## src/pkg/fsc_pkg.sv

```systemverilog
// constants and carrier types for the fuse and signature block
package fsc_pkg;
	typedef logic [7:0] fsc_byte_t;

	// three fuse bytes, 0 = programmed
	typedef struct packed {
		fsc_byte_t ext;
		fsc_byte_t high;
		fsc_byte_t low;
	} fsc_fuse_s;

	// parallel programming pins as they arrive from outside
	typedef struct packed {
		logic prog_mode;
		logic serial_mode;
		logic load_strobe_pin;
		logic load_action_sel_hi;
		logic load_action_sel_lo;
		logic byte_sel_hi;
		logic byte_sel_2;
		logic write_strobe_b;
		logic out_enable_b;
	} fsc_pins_s;

	localparam fsc_byte_t EXT_DEFAULT  = 8'hff;
	localparam fsc_byte_t HIGH_DEFAULT = 8'h99;
	localparam fsc_byte_t LOW_DEFAULT  = 8'h62;
	localparam fsc_byte_t ALL_ONES     = 8'hff;

	// field positions
	localparam int EXT_BROWNOUT_MSB = 3;
	localparam int EXT_BROWNOUT_LSB = 1;
	localparam int EXT_FACTORY_TEST = 0;
	localparam int HIGH_DEBUG       = 7;
	localparam int HIGH_SCAN        = 6;
	localparam int HIGH_SERIAL_PROG = 5;
	localparam int HIGH_WATCHDOG    = 4;
	localparam int HIGH_KEEP_EEPROM = 3;
	localparam int HIGH_BOOT_HI     = 2;
	localparam int HIGH_BOOT_LO     = 1;
	localparam int HIGH_RESET_VEC   = 0;
	localparam int LOW_PREDIV8      = 7;
	localparam int LOW_CLK_OUT      = 6;
	localparam int LOW_STARTUP_MSB  = 5;
	localparam int LOW_STARTUP_LSB  = 4;
	localparam int LOW_CLK_SRC_MSB  = 3;
	localparam int LOW_CLK_SRC_LSB  = 0;
	localparam int LOCK_FIRST_BIT   = 0;

	localparam fsc_byte_t CMD_CHIP_ERASE = 8'h80;
	localparam fsc_byte_t CMD_WRITE_FUSE = 8'h40;
	localparam fsc_byte_t CMD_READ_SIG   = 8'h08;
	localparam fsc_byte_t CMD_READ_FUSE  = 8'h04;

	localparam fsc_byte_t SIG_ADDR0 = 8'h00;
	localparam fsc_byte_t SIG_ADDR1 = 8'h01;
	localparam fsc_byte_t SIG_ADDR2 = 8'h02;

	typedef enum logic [1:0] {
		ACT_ADDR = 2'b00,
		ACT_DATA = 2'b01,
		ACT_CMD  = 2'b10,
		ACT_IDLE = 2'b11
	} fsc_action_e;

	typedef enum logic [1:0] {
		SEL_LOW  = 2'b00,
		SEL_HIGH = 2'b01,
		SEL_EXT  = 2'b10,
		SEL_LOCK = 2'b11
	} fsc_sel_e;

	typedef enum logic {
		ST_READY = 1'b0,
		ST_BUSY  = 1'b1
	} fsc_state_e;

	localparam int CLK_PERIOD_NS = 10;
	localparam int WRITE_BUSY_NS = 2000;
	localparam int WRITE_BUSY_CYC =
		(WRITE_BUSY_NS + CLK_PERIOD_NS - 1) / CLK_PERIOD_NS;
	localparam int BUSY_CNT_W = $clog2(WRITE_BUSY_CYC + 1);
endpackage

```

## src/hw/fsc_top.sv

```systemverilog
// fuse store, fuse latching, signature space and programming command port
//
// Contract
// - three fuse bytes, programmed reads 0
// - extended byte brown-out level, reserved bits default 1
// - high bit7 debug off, bit6 scan on
// - high bit5 serial prog on, bit4 watchdog off
// - high bit3 keeps eeprom, default unprogrammed
// - high bits2..1 boot size programmed, bit0 vector
// - low bit7 divide by eight, bit6 clock out
// - low startup 10, clock source 0010
// - serial prog fuse hidden in serial mode
// - chip erase leaves fuses unchanged
// - first lock bit programmed blocks fuse writes
// - fuses latched at programming mode entry
// - eeprom keep fuse acts immediately
// - fuses latched at power-up in normal mode
// - signature readable even when locked
// - signature bytes at addresses zero to two
// - calibration byte copied to trim at reset
// - action select decides load strobe action
// - write or read strobe runs loaded command
// - action codes address, data, command, idle
// - commands chip erase, read signature, write fuse, read fuse
`timescale 1ns/1ps
module fsc_top import fsc_pkg::*; #(
	parameter fsc_byte_t SIG_VALUE0 = 8'h5a, // arbitrary value
	parameter fsc_byte_t SIG_VALUE1 = 8'h3c, // arbitrary value
	parameter fsc_byte_t SIG_VALUE2 = 8'h42, // arbitrary value
	parameter fsc_byte_t CAL_VALUE  = 8'h80
) (
	// clock and reset
	input  wire logic      core_clk,
	input  wire logic      rst_b,
	// programming pins
	input  wire fsc_pins_s prog_pins,
	input  wire fsc_byte_t data_in,
	output fsc_byte_t      data_out,
	output logic           data_oe,
	output logic           rdy_bsy,
	// lock byte from the lock logic, same clock
	input  wire fsc_byte_t lock_byte,
	// configuration towards the rest of the chip
	output fsc_fuse_s      fuse_cfg,
	output logic           keep_eeprom_on_erase,
	output fsc_byte_t      rc_trim_register,
	output logic           chip_erase_req
);
	fsc_pins_s   pins_s;
	fsc_byte_t   data_s;
	logic        strobe_d_reg;
	logic        write_d_reg;
	logic        prog_d_reg;
	logic        load_rise;
	logic        write_fall;
	logic        read_en;
	fsc_action_e action;
	fsc_sel_e    sel;
	fsc_byte_t   addr_reg;
	fsc_byte_t   cmd_reg;
	fsc_byte_t   data_reg;
	fsc_fuse_s   fuse_reg;
	fsc_fuse_s   latch_reg;
	logic        powerup_done_reg;
	fsc_state_e  state_reg;
	logic [BUSY_CNT_W-1:0] busy_cnt_reg;
	logic        write_go;
	logic        erase_go;
	logic        fuse_locked;
	fsc_byte_t   read_next;
	fsc_byte_t   high_next;

	// pins are slow against the core clock: a 250 ns pulse spans many
	// cycles, so two flops of delay lose no strobe
	fsc_sync #(.WIDTH($bits(fsc_pins_s))) u_pin_sync (
		.core_clk (core_clk),
		.rst_b    (rst_b),
		.async_in (prog_pins),
		.sync_out (pins_s)
	);

	fsc_sync #(.WIDTH($bits(fsc_byte_t))) u_data_sync (
		.core_clk (core_clk),
		.rst_b    (rst_b),
		.async_in (data_in),
		.sync_out (data_s)
	);

	always_ff @(posedge core_clk or negedge rst_b) begin
		if (!rst_b) begin
			strobe_d_reg <= 1'b0;
			write_d_reg  <= 1'b0;
			prog_d_reg   <= 1'b0;
		end else begin
			strobe_d_reg <= pins_s.load_strobe_pin;
			write_d_reg  <= pins_s.write_strobe_b;
			prog_d_reg   <= pins_s.prog_mode;
		end
	end

	assign load_rise  = pins_s.prog_mode & pins_s.load_strobe_pin
		& ~strobe_d_reg;
	assign write_fall = pins_s.prog_mode & ~pins_s.write_strobe_b
		& write_d_reg;
	assign read_en    = pins_s.prog_mode & ~pins_s.out_enable_b;
	assign action     = fsc_action_e'({pins_s.load_action_sel_hi,
		pins_s.load_action_sel_lo});
	assign sel        = fsc_sel_e'({pins_s.byte_sel_2,
		pins_s.byte_sel_hi});
	assign fuse_locked = ~lock_byte[LOCK_FIRST_BIT];

	// load strobe: address, data or command by the action pins
	always_ff @(posedge core_clk or negedge rst_b) begin
		if (!rst_b) begin
			addr_reg <= '0;
			cmd_reg  <= '0;
			data_reg <= ALL_ONES;
		end else if (load_rise) begin
			case (action)
				ACT_ADDR: begin
					if (!pins_s.byte_sel_hi) begin
						addr_reg <= data_s;
					end
				end
				ACT_DATA: data_reg <= data_s;
				ACT_CMD:  cmd_reg  <= data_s;
				default: ;
			endcase
		end
	end

	// write strobe runs the last loaded command
	assign write_go = write_fall && state_reg == ST_READY
		&& cmd_reg == CMD_WRITE_FUSE && !fuse_locked;
	assign erase_go = write_fall && state_reg == ST_READY
		&& cmd_reg == CMD_CHIP_ERASE;

	// the serial prog fuse cannot be altered from serial mode
	always_comb begin
		high_next = data_reg;
		if (pins_s.serial_mode) begin
			high_next[HIGH_SERIAL_PROG] =
				fuse_reg.high[HIGH_SERIAL_PROG];
		end
	end

	// fuse store; reset stands in for the nonvolatile defaults
	always_ff @(posedge core_clk or negedge rst_b) begin
		if (!rst_b) begin
			fuse_reg.ext  <= EXT_DEFAULT;
			fuse_reg.high <= HIGH_DEFAULT;
			fuse_reg.low  <= LOW_DEFAULT;
		end else if (write_go) begin
			case (sel)
				SEL_LOW:  fuse_reg.low  <= data_reg;
				SEL_HIGH: fuse_reg.high <= high_next;
				SEL_EXT:  fuse_reg.ext  <= data_reg;
				default: ;
			endcase
		end
	end

	// erase only flags the memory logic; fuses are untouched
	always_ff @(posedge core_clk or negedge rst_b) begin
		if (!rst_b) begin
			chip_erase_req <= 1'b0;
		end else begin
			chip_erase_req <= erase_go;
		end
	end

	// busy window after a chip erase or an unlocked fuse write
	always_ff @(posedge core_clk or negedge rst_b) begin
		if (!rst_b) begin
			state_reg    <= ST_READY;
			busy_cnt_reg <= '0;
		end else begin
			case (state_reg)
				ST_READY: begin
					if (write_go || erase_go) begin
						state_reg    <= ST_BUSY;
						busy_cnt_reg <=
							BUSY_CNT_W'(WRITE_BUSY_CYC - 1);
					end
				end
				ST_BUSY: begin
					if (busy_cnt_reg == '0) begin
						state_reg <= ST_READY;
					end else begin
						busy_cnt_reg <= busy_cnt_reg - 1'b1;
					end
				end
				default: state_reg <= ST_READY;
			endcase
		end
	end

	always_ff @(posedge core_clk or negedge rst_b) begin
		if (!rst_b) begin
			rdy_bsy <= 1'b1;
		end else begin
			rdy_bsy <= (state_reg == ST_READY) && !write_go
				&& !erase_go;
		end
	end

	// latched copy: at power-up in normal mode, at entry to and exit
	// from programming mode; held while in programming mode
	always_ff @(posedge core_clk or negedge rst_b) begin
		if (!rst_b) begin
			latch_reg        <= {EXT_DEFAULT, HIGH_DEFAULT, LOW_DEFAULT};
			powerup_done_reg <= 1'b0;
		end else begin
			if (!powerup_done_reg && !pins_s.prog_mode) begin
				latch_reg        <= fuse_reg;
				powerup_done_reg <= 1'b1;
			end else if (pins_s.prog_mode != prog_d_reg) begin
				latch_reg        <= fuse_reg;
				powerup_done_reg <= 1'b1;
			end
		end
	end

	assign fuse_cfg = latch_reg;
	// the eeprom keep fuse bypasses the latch
	assign keep_eeprom_on_erase = fuse_reg.high[HIGH_KEEP_EEPROM];

	// trim takes the calibration byte while reset is held
	always_ff @(posedge core_clk or negedge rst_b) begin
		if (!rst_b) begin
			rc_trim_register <= CAL_VALUE;
		end else begin
			rc_trim_register <= rc_trim_register;
		end
	end

	// read data; signature reads ignore the lock byte
	always_comb begin
		read_next = ALL_ONES;
		if (cmd_reg == CMD_READ_SIG) begin
			if (addr_reg == SIG_ADDR0 && pins_s.byte_sel_hi) begin
				read_next = CAL_VALUE;
			end else if (addr_reg == SIG_ADDR0) begin
				read_next = SIG_VALUE0;
			end else if (addr_reg == SIG_ADDR1) begin
				read_next = SIG_VALUE1;
			end else if (addr_reg == SIG_ADDR2) begin
				read_next = SIG_VALUE2;
			end
		end else if (cmd_reg == CMD_READ_FUSE) begin
			case (sel)
				SEL_LOW:  read_next = fuse_reg.low;
				SEL_HIGH: begin
					read_next = fuse_reg.high;
					if (pins_s.serial_mode) begin
						read_next[HIGH_SERIAL_PROG] = 1'b1;
					end
				end
				SEL_EXT:  read_next = fuse_reg.ext;
				default:  read_next = lock_byte;
			endcase
		end
	end

	always_ff @(posedge core_clk or negedge rst_b) begin
		if (!rst_b) begin
			data_out <= ALL_ONES;
			data_oe  <= 1'b0;
		end else begin
			data_out <= read_next;
			data_oe  <= read_en;
		end
	end
endmodule

```

## src/hw/fsc_sync.sv

```systemverilog
// two-flop synchroniser for pins entering the core clock domain
`timescale 1ns/1ps
module fsc_sync #(
	parameter int WIDTH = 1
) (
	// clock and reset
	input  wire logic             core_clk,
	input  wire logic             rst_b,
	// asynchronous in, synchronised out
	input  wire logic [WIDTH-1:0] async_in,
	output logic      [WIDTH-1:0] sync_out
);
	logic [WIDTH-1:0] meta_reg;

	// first stage feeds only the second
	always_ff @(posedge core_clk or negedge rst_b) begin
		if (!rst_b) begin
			meta_reg <= '0;
			sync_out <= '0;
		end else begin
			meta_reg <= async_in;
			sync_out <= meta_reg;
		end
	end
endmodule

```

## config.mk

```make
export PLATFORM = sky130hd
export DESIGN_NAME = fsc_top
export DESIGN_NICKNAME = d
export VERILOG_FILES = /design/src/pkg/fsc_pkg.sv /design/src/hw/fsc_top.sv /design/src/hw/fsc_sync.sv
export SDC_FILE = /design/constraint.sdc
export NUM_CORES = 1
export LEC_CHECK = 0
export BUFFER_PORTS_ARGS = -buffer_cell sky130_fd_sc_hd__buf_2
export CAP_MARGIN = 15
export CORE_MARGIN = 2
export CORE_UTILIZATION = 45
export CTS_BUF_LIST = sky130_fd_sc_hd__clkbuf_16
export DETAILED_ROUTE_END_ITERATION = 16
export PLACE_DENSITY = 0.61
export SYNTH_ARGS = -nofsm -noshare
export SYNTH_HDL_FRONTEND = slang
export SYNTH_HIERARCHICAL = 1
export SYNTH_SLANG_ARGS = --single-unit
```

## constraint.sdc

```tcl
create_clock -name core_clk -period 2.53 [get_ports core_clk]
set_input_delay 0.506 -clock core_clk [delete_from_list [all_inputs] [get_ports core_clk]]
set_output_delay 0.506 -clock core_clk [all_outputs]
set_load 0.01 [all_outputs]
```

==> results of run 1 <==
## power by group
group	switching [uW]	internal (uW)	leakage [uW]
Combinational	266	253	0.00103
Clock	837	1420	0.000273
Sequential	161	2330	0.00151
## cells in the final DEF, fill, tap and decap left out, types with 3 or more instances in the layout
master,synthesis,layout
mux2_2,64,64
clkinv_1,0,3
buf_2,1,61
dfrtp_1,83,83
nand3b_1,3,3
nand4_1,3,3
mux4_2,8,8
clkinvlp_4,0,3
buf_4,8,13
nor2_1,11,11
conb_1,2,8
nand2_1,6,6
mux2_4,7,7
o21a_1,7,7
inv_1,5,7
clkbuf_16,0,17
clkinv_2,0,5
dfstp_2,47,47
nor3_1,5,5
o22a_1,3,3
nand3_1,5,5
or4_1,3,3
## cells in the mapped netlist, types with 3 or more instances
library cell  number
o21a_1             7
nand2_1            6
inv_1              5
or4_1              3
mux4_2             8
nor2_1            11
nand4_1            3
buf_4              8
nand3_1            5
o22a_1             3
nand3b_1           3
mux2_4             7
dfrtp_1           83
nor3_1             5
dfstp_2           47
clkbuf_1           4
mux2_2            64
## area by class of cell
cell class,instances,area [um2]
clock buffer,17,425.4
clock inverter,15,126.4
fill,886,4741
inverter,5,18.77
multi-input combinational,172,1599
sequential,130,3312
tap,140,175.2
timing repair buffer,76,442.9
## metrics by stage
stage	hold slack (ns)	util
6_report	0.1623	0.5627
5_1_grt	0.1762	0.5627
4_1_cts	0.1794	0.5627
3_5_place_dp	0.3347	0.5118
3_3_place_gp	0.3322	0.5118
2_1_floorplan	0.2104	-
## metal layers
metal  track usage  share of wire
met1        0.2358           0.48
met2        0.2451           0.46
met3       0.05809          0.046
met4       0.05696         0.0088
met5             0              0
## cells by family (layout without fill, tap and decap cells)
logic type	Yosys count	in the layout	synth area share
AO/OA/AOI/OAI	25	25	0.03705
XOR/XNOR	1	1	0.001753
adder cells (fa/ha/maj)	2	2	0.005005
buffers and inverters	20	113	0.02278
flip-flops	130	130	0.6626
multiplexers	80	80	0.2035
other	2	8	0.001502
AND/OR/NAND/NOR	56	56	0.06583
## final timing paths
kind                                             startpoint                          endpoint  slack, ns  cells after the start
setup / recovery                     cmd_reg[2]$_DFFE_PN0P_          fuse_reg[10]$_DFFE_PN0P_       0.26                      4
hold / removal                                        rst_b       busy_cnt_reg[5]$_DFFE_PN0P_       0.16                      1
setup reg to reg                     cmd_reg[2]$_DFFE_PN0P_          fuse_reg[10]$_DFFE_PN0P_       0.26                      4
hold reg to reg            u_pin_sync/meta_reg[8]$_DFF_PN0_  u_pin_sync/sync_out[8]$_DFF_PN0_       0.34                      0
max in group asynchronous                             rst_b           fuse_cfg[5]$_DFFE_PN1P_       1.66                      2
min in group core_clk                          prog_pins[3]  u_pin_sync/meta_reg[3]$_DFF_PN0_       0.20                      1
==> metrics.txt, run 1 <==
outcome finished clean; clock skew 0.006416 ns; Yosys Warn Count 6; Worst Path Required 2.82 ns; Initial Util 0.4611; initial drt markers 91; # setup viols final 0; critical path, cell by cell or4b_1 -> or4_1 -> buf_4 -> mux2_4; Tmin final 2.267 ns; first-pass GRT wire length 14680 um; main flop type after synthesis dfrtp_1; HPWL after detailed placement 6287 um; Root Buffer clkbuf_16; CTS Buffer Depth 2; global placement routability congestion 0.7483; initial antenna violation count 0; vias post-DR 2803; CTS tree done; leak pwr 0.002814 uW; WL/cell 16.43 um; Arr. time, crit path 2.56 ns; Hold-fix buffers, CTS 0; sequential fraction of the synthesis area 0.6626; H-tree depth 4; Die W 109.4 um; Critical Path Slowest Stage Cell or4_1; row count 38; vias in the first global route 2829; post-synthesis cell type count 50; total power 5262 uW; cell area power density 862.7 nW/um2; DP Worst Slack 0.2811 ns; post-CTS setup repair buffer count 0; Synth Cell Area 4999 um2; Clock Sinks 130; Post-CTS Resized 0; TritonRoute pass-1 iters 4; Max Freq 0.4412 GHz; crit-path max FO 4; clock slew at reported path FFs 0.06 ns; crit path kind reg2reg; area grow syn2layout 22.03%; Setup TNS 0 ns; RSZ-0062 raised after global routing false; vias per inst 5.050; max-slew violations 0; async set or reset register ratio after synthesis 1.000; Final Hold Fails 0; largest net degree at the start of global routing 54; Final nets 431; Die ar. 11970 um2; Total Routing Usage GR 0.1681; drt drc 0; dpl cell area 5548 um2; synth top area cells dfrtp_1 (42%), dfstp_2 (25%), mux2_2 (14%); Worst path max stage delay 0.64 ns; Worst Tran Pin Value 0.7167 ns; routed wire length 9120 um; crit path capture type flip-flop; Max-cap violations 0; Core ar. 10840 um2; ANT nets after route 0; Synth top area share 0.4155; CP startpoint kind flip-flop; placed cell count 523; most area-hungry cell type in the Yosys netlist dfrtp_1; Top delay family on crit path simple AND/OR/NAND/NOR gates; Finished Layout Cells 555; Yosys reg bits 130; Worst-Skew Late Latency 0.41 ns; Worst Hold Class in2async; Post-synth EDFFs 0; Final WS setup 0.2633 ns; fin crit share 0.8959; Post-Synthesis Cells 316; Relative slew margins 0.5222; worst vdd ir 0.4730 mV; share of cells above drive strength 1 0.5639; I/O Pins 71; die height 109.4 um; Num CTS Buffers 17; syn avg cell area 15.82 um2; # diodes 0; IO Port Bufs 62; remaining global-route overflow 0; fin area 6100 um2; Critical path buffers and inverters 1; max FFs per register 24
No activity file was read; power rests on OpenSTA's default activity.
==> run 2: changes to the inputs <==
--- a/config.mk
+++ b/config.mk
@@ -8,10 +8,11 @@
 export BUFFER_PORTS_ARGS = -buffer_cell sky130_fd_sc_hd__buf_2
 export CAP_MARGIN = 15
 export CORE_MARGIN = 2
-export CORE_UTILIZATION = 45
+export CORE_UTILIZATION = 39
 export CTS_BUF_LIST = sky130_fd_sc_hd__clkbuf_16
 export DETAILED_ROUTE_END_ITERATION = 16
-export PLACE_DENSITY = 0.61
+export PLACE_DENSITY = 0.54
+export SKIP_CTS_REPAIR_TIMING = 1
 export SYNTH_ARGS = -nofsm -noshare
 export SYNTH_HDL_FRONTEND = slang
 export SYNTH_HIERARCHICAL = 1
==> metrics.txt, run 2 (synthesized netlist as in run 1, its figures left out) <==
outcome finished clean; area grow syn2layout 22.23%; die height 117.2 um; Arr. time, crit path 2.53 ns; critical path, cell by cell or4_1 -> or4_1 -> buf_4 -> nor2_2 -> mux2_1; # setup viols final 0; Critical Path Slowest Stage Cell or4_1; Num CTS Buffers 17; max FFs per register 24; Tmin final 2.242 ns; most frequent cells in the layout dfrtp_1 (83), mux2_2 (64), buf_2 (61); # diodes 0; Comb power frac 0.099; Worst-Skew Late Latency 0.41 ns; vias post-DR 2781; Die W 117.2 um; drt drc 0; fin crit share 0.8864; Worst path max stage delay 0.59 ns; Die ar. 13740 um2; routed wire length 9384 um; switching part of the total 0.2416; Core ar. 12570 um2; first-pass GRT wire length 15370 um; crit-path max FO 8; Max Freq 0.4459 GHz; initial antenna violation count 0; CP startpoint kind flip-flop; largest net degree at the start of global routing 47; Worst Hold Class in2async; Critical Path Most Common Cell or4_1; global placement routability congestion 0.7689; Clock Sinks 130; cell area power density 862.4 nW/um2; row count 41; Worst Path Required 2.82 ns; Setup TNS 0 ns; vias per inst 4.770; Root Buffer clkbuf_16; Max-cap violations 0; IO Port Bufs 62; DP Worst Slack 0.2821 ns; leak pwr 0.002796 uW; total power 5269 uW; max-slew violations 0; Switch Pwr 1273 uW; TritonRoute pass-1 iters 4; remaining global-route overflow 0; clock skew 0.007516 ns; ANT nets after route 0; WL/cell 16.10 um; worst vdd ir 0.5213 mV; Final Hold Fails 0; crit path kind reg2reg; placed cell count 551; Clk pwr share 0.429; share of cells above drive strength 1 0.5596; initial drt markers 97; r2r worst-path depth 5; CTS Buffer Depth 2; Finished Layout Cells 583; vias in the first global route 2859; Initial Util 0.3977; Relative slew margins 0.5636; CTS tree done; Total Routing Usage GR 0.1544; I/O Pins 71; Worst Tran Pin Value 0.6518 ns; internal power 3996 uW; Reg power frac 0.472; clock slew at reported path FFs 0.05 ns; HPWL after detailed placement 6452 um; crit path capture type flip-flop; Final WS setup 0.2875 ns; RSZ-0062 raised after global routing false; Final nets 427; H-tree depth 4; most common cell after layout, fill and taps aside dfrtp_1
==> run 2: cell types whose count changed in the layout (fill, tap and decap cells not counted), sizes merged <==
cell / previous run / this run
buf: 76 / 72
==> run 2: power groups by stage <==
| stage | logic [uW] | registers [uW] | clock network (uW) |
|---|---|---|---|
| floorplan | 348 | 2480 | 0 |
| finish | 522 | 2490 | 2260 |
| detailed placement | 530 | 2520 | 0 |
| global placement | 513 | 2510 | 0 |
| global route | 588 | 2520 | 2420 |
| CTS | 532 | 2490 | 2330 |
==> run 2: worst max-delay path, delay by kind of cell, from the launching register on <==
kind | cells | cell delay (ns)
multiplexers | 1 | 0.32
buffers and inverters | 1 | 0.20
AND/OR/NAND/NOR | 3 | 1.22
flip-flops | 1 | 0.38
==> run 2: worst paths after layout <==
check                                                 start                                 to  slack, ns
max                                  cmd_reg[5]$_DFFE_PN0P_           fuse_reg[13]$_DFFE_PN0P_       0.29
min                                                   rst_b            fuse_cfg[4]$_DFFE_PN0P_       0.08
max reg2reg                          cmd_reg[5]$_DFFE_PN0P_           fuse_reg[13]$_DFFE_PN0P_       0.29
min reg2reg                u_pin_sync/meta_reg[8]$_DFF_PN0_   u_pin_sync/sync_out[8]$_DFF_PN0_       0.34
max in group asynchronous                             rst_b           fuse_cfg[21]$_DFFE_PN1P_       1.76
min in group core_clk                            data_in[4]  u_data_sync/meta_reg[4]$_DFF_PN0_       0.20
==> run 2: layout make-up <==
type,instances,area (um2)
fill,1095,6459
clock buffer,17,425.4
sequential,130,3312
multi-input combinational,172,1599
tap,172,215.2
clock inverter,15,126.4
timing repair buffer,72,412.9
inverter,5,18.77
==> run 2: per-stage QoR <==
stage	utilization	hold slack [ns]	cell area (um2)
after floorplan	-	0.2104	5021
after global routing	0.4861	0.1102	6110
final	0.4861	0.08176	6110
after detailed placement	0.4422	0.3347	5558
after global placement	0.4422	0.3325	5558
after CTS	0.4861	0.08976	6110
==> run 2: routing by layer <==
layer  GRT usage  vias to the layer above  routed length [um]
li1            -                     1293                   -
met1      0.2131                     1415                4595
met2      0.2238                       65                4246
met3     0.05149                        8                 410
met4     0.06588                        0                 131
met5           0                        -                   0
==> run 3: changes to the inputs <==
--- a/config.mk
+++ b/config.mk
@@ -15,5 +15,4 @@
 export SKIP_CTS_REPAIR_TIMING = 1
 export SYNTH_ARGS = -nofsm -noshare
 export SYNTH_HDL_FRONTEND = slang
-export SYNTH_HIERARCHICAL = 1
 export SYNTH_SLANG_ARGS = --single-unit
==> metrics.txt, run 3 <==
clock skew 0.005647 ns; worst vdd ir 0.4575 mV; cell area power density 947.4 nW/um2; clock slew at reported path FFs 0.06 ns; most common cell after layout, fill and taps aside dfrtp_1; Worst Hold Class in2async; Worst path max stage delay 0.48 ns; Worst Path Required 2.87 ns; Yosys reg bits 130; Die W 117.2 um; max FFs per register 24; Yosys Warn Count 0; drt drc 0; leak pwr 0.002812 uW; routed wire length 9419 um; area grow syn2layout 24.61%; Setup TNS 0 ns; Post-synth EDFFs 0; WL/cell 16.41 um; Num CTS Buffers 17; Critical Path Source cmd_reg[5]$_DFFE_PN0P_; CTS tree done; Die ar. 13740 um2; syn avg cell area 16.07 um2; Worst-Skew Late Latency 0.41 ns; first-pass GRT wire length 15260 um; outcome finished clean; fin area 6228 um2; async set or reset register ratio after synthesis 1.000; most frequent cell after synthesis dfrtp_1; initial antenna violation count 0; initial drt markers 80; Max-cap violations 0; Final nets 418; H-tree depth 4; row count 41; Core ar. 12570 um2; vias post-DR 2760; # setup viols final 0; Tmin final 1.985 ns; global placement routability congestion 0.7382; crit path capture type flip-flop; Worst Tran Pin Value 0.7623 ns; Total Routing Usage GR 0.1534; remaining global-route overflow 0; fin crit share 0.7846; Reg2Reg Launch Point cmd_reg[5]$_DFFE_PN0P_; Root Buffer clkbuf_16; crit path kind reg2reg; TritonRoute pass-1 iters 4; top cells by count, synth dfrtp_1 (83), mux2_2 (69), dfstp_2 (47); CTS Buffer Depth 2; synth top area cells dfrtp_1 (42%), dfstp_2 (25%), mux2_2 (16%); ANT nets after route 0; sequential fraction of the synthesis area 0.6626; Synth top area share 0.4155; Synth Cell Area 4999 um2; Arr. time, crit path 2.32 ns; IO Port Bufs 62; Top delay family on crit path simple AND/OR/NAND/NOR gates; Final Hold Fails 0; Critical path buffers and inverters 0; Max Freq 0.5038 GHz; share of cells above drive strength 1 0.5746; fill count 1095; vias in the first global route 2838; Clock Sinks 130; dpl cell area 5517 um2; most frequent cells in the layout dfrtp_1 (83), mux2_2 (69), buf_2 (61); Critical Path Slowest Stage Cell nor3b_4; main flop type after synthesis dfrtp_1; HPWL after detailed placement 6461 um; CP startpoint kind flip-flop; Relative slew margins 0.4871; Initial Util 0.3977; most area-hungry cell type in the Yosys netlist dfrtp_1; # diodes 0; Post-Synthesis Cells 311; post-synthesis cell type count 44; crit-path max FO 8; die height 117.2 um; critical path, cell by cell nor4_4 -> nand4_2 -> nor3b_4 -> mux2_2; I/O Pins 71; vias per inst 4.808; RSZ-0062 raised after global routing false; largest net degree at the start of global routing 81; max-slew violations 0
[run 3: cell types whose count changed in the layout (fill, tap and decap cells not counted), sizes merged, moves of 3 or more]
cell / delta
nor3: +3
clkinv: -6
buf: -5
inv: -4
or4: -3
nand3: -4
nor3b: +3
nor4b: +4
bufinv: +6
a21oi: +4
[run 3: per-stage QoR]
| stage | utilization | hold slack (ns) | power, uW | std cells | setup WS (ns) |
|---|---|---|---|---|---|
| 2_1_floorplan | - | 0.2104 | 2823 | 317 | 0.7492 |
| 3_5_place_dp | 0.4389 | 0.3347 | 3018 | 542 | 0.5389 |
| 5_1_grt | 0.4956 | 0.01240 | 6158 | 574 | 0.4408 |
| 3_3_place_gp | 0.4389 | 0.3321 | 2996 | 542 | 0.5533 |
| 6_report | 0.4956 | 0.00005640 | 5901 | 574 | 0.5450 |
| 4_1_cts | 0.4956 | -0.004718 | 5976 | 574 | 0.5275 |
[run 3: cell families (layout without fill, tap and decap cells)]
logic type,Yosys count,in the layout,synth area share
AOI/OAI and AO/OA,23,23,0.03304
and+or+nand+nor,57,57,0.08010
buffers and inverters,17,102,0.01952
muxes,80,80,0.1982
adders and majority gates,2,2,0.005005
DFF,130,130,0.6626
other,2,8,0.001502
[run 3: report_power, final]
| group | switching (uW) | total (uW) | internal (uW) |
|---|---|---|---|
| logic | 224 | 456 | 232 |
| clock network | 889 | 2930 | 2040 |
| registers | 199 | 2520 | 2320 |
| total | 1310 | 5900 | 4590 |
[run 3: final timing paths]
check / to / cells past startpoint / slack, ns
max reg2reg: fuse_reg[19]$_DFFE_PN1P_ / 4 / 0.54
min in group core_clk: u_data_sync.meta_reg[7]$_DFF_PN0_ / 1 / 0.20
min: fuse_cfg[2]$_DFFE_PN0P_ / 1 / 0.00006
max: fuse_reg[19]$_DFFE_PN1P_ / 4 / 0.54
min reg2reg: u_pin_sync.sync_out[6]$_DFF_PN0_ / 0 / 0.35
max in group asynchronous: fuse_reg[1]$_DFFE_PN1P_ / 2 / 1.76
[run 3: per-layer routing]
metal,wire [um],share of wire,vias up,global-route usage
li1,-,-,1268,-
met1,4529,0.48,1418,0.2079
met2,4312,0.46,60,0.2264
met5,0,0,-,0
met3,374,0.040,14,0.04222
met4,203,0.022,0,0.07922
[run 3: final cells by class]
| cell class | instances | area, um2 | area share |
|---|---|---|---|
| Multi-Input combinational cell | 170 | 1615 | 0.2593 |
| Clock inverter | 15 | 286.5 | 0.04600 |
| Inverter | 3 | 11.26 | 0.001808 |
| Clock buffer | 17 | 425.4 | 0.06830 |
| Tap cell | 172 | 215.2 | 0.03455 |
| Sequential cell | 130 | 3312 | 0.5317 |
| Timing Repair Buffer | 67 | 362.8 | 0.05826 |
[run 3: worst register-to-register path, delay by kind of cell (launching register included)]
kind	cells	cell delay, ns
and+or+nand+nor	3	1.10
DFF	1	0.42
muxes	1	0.39
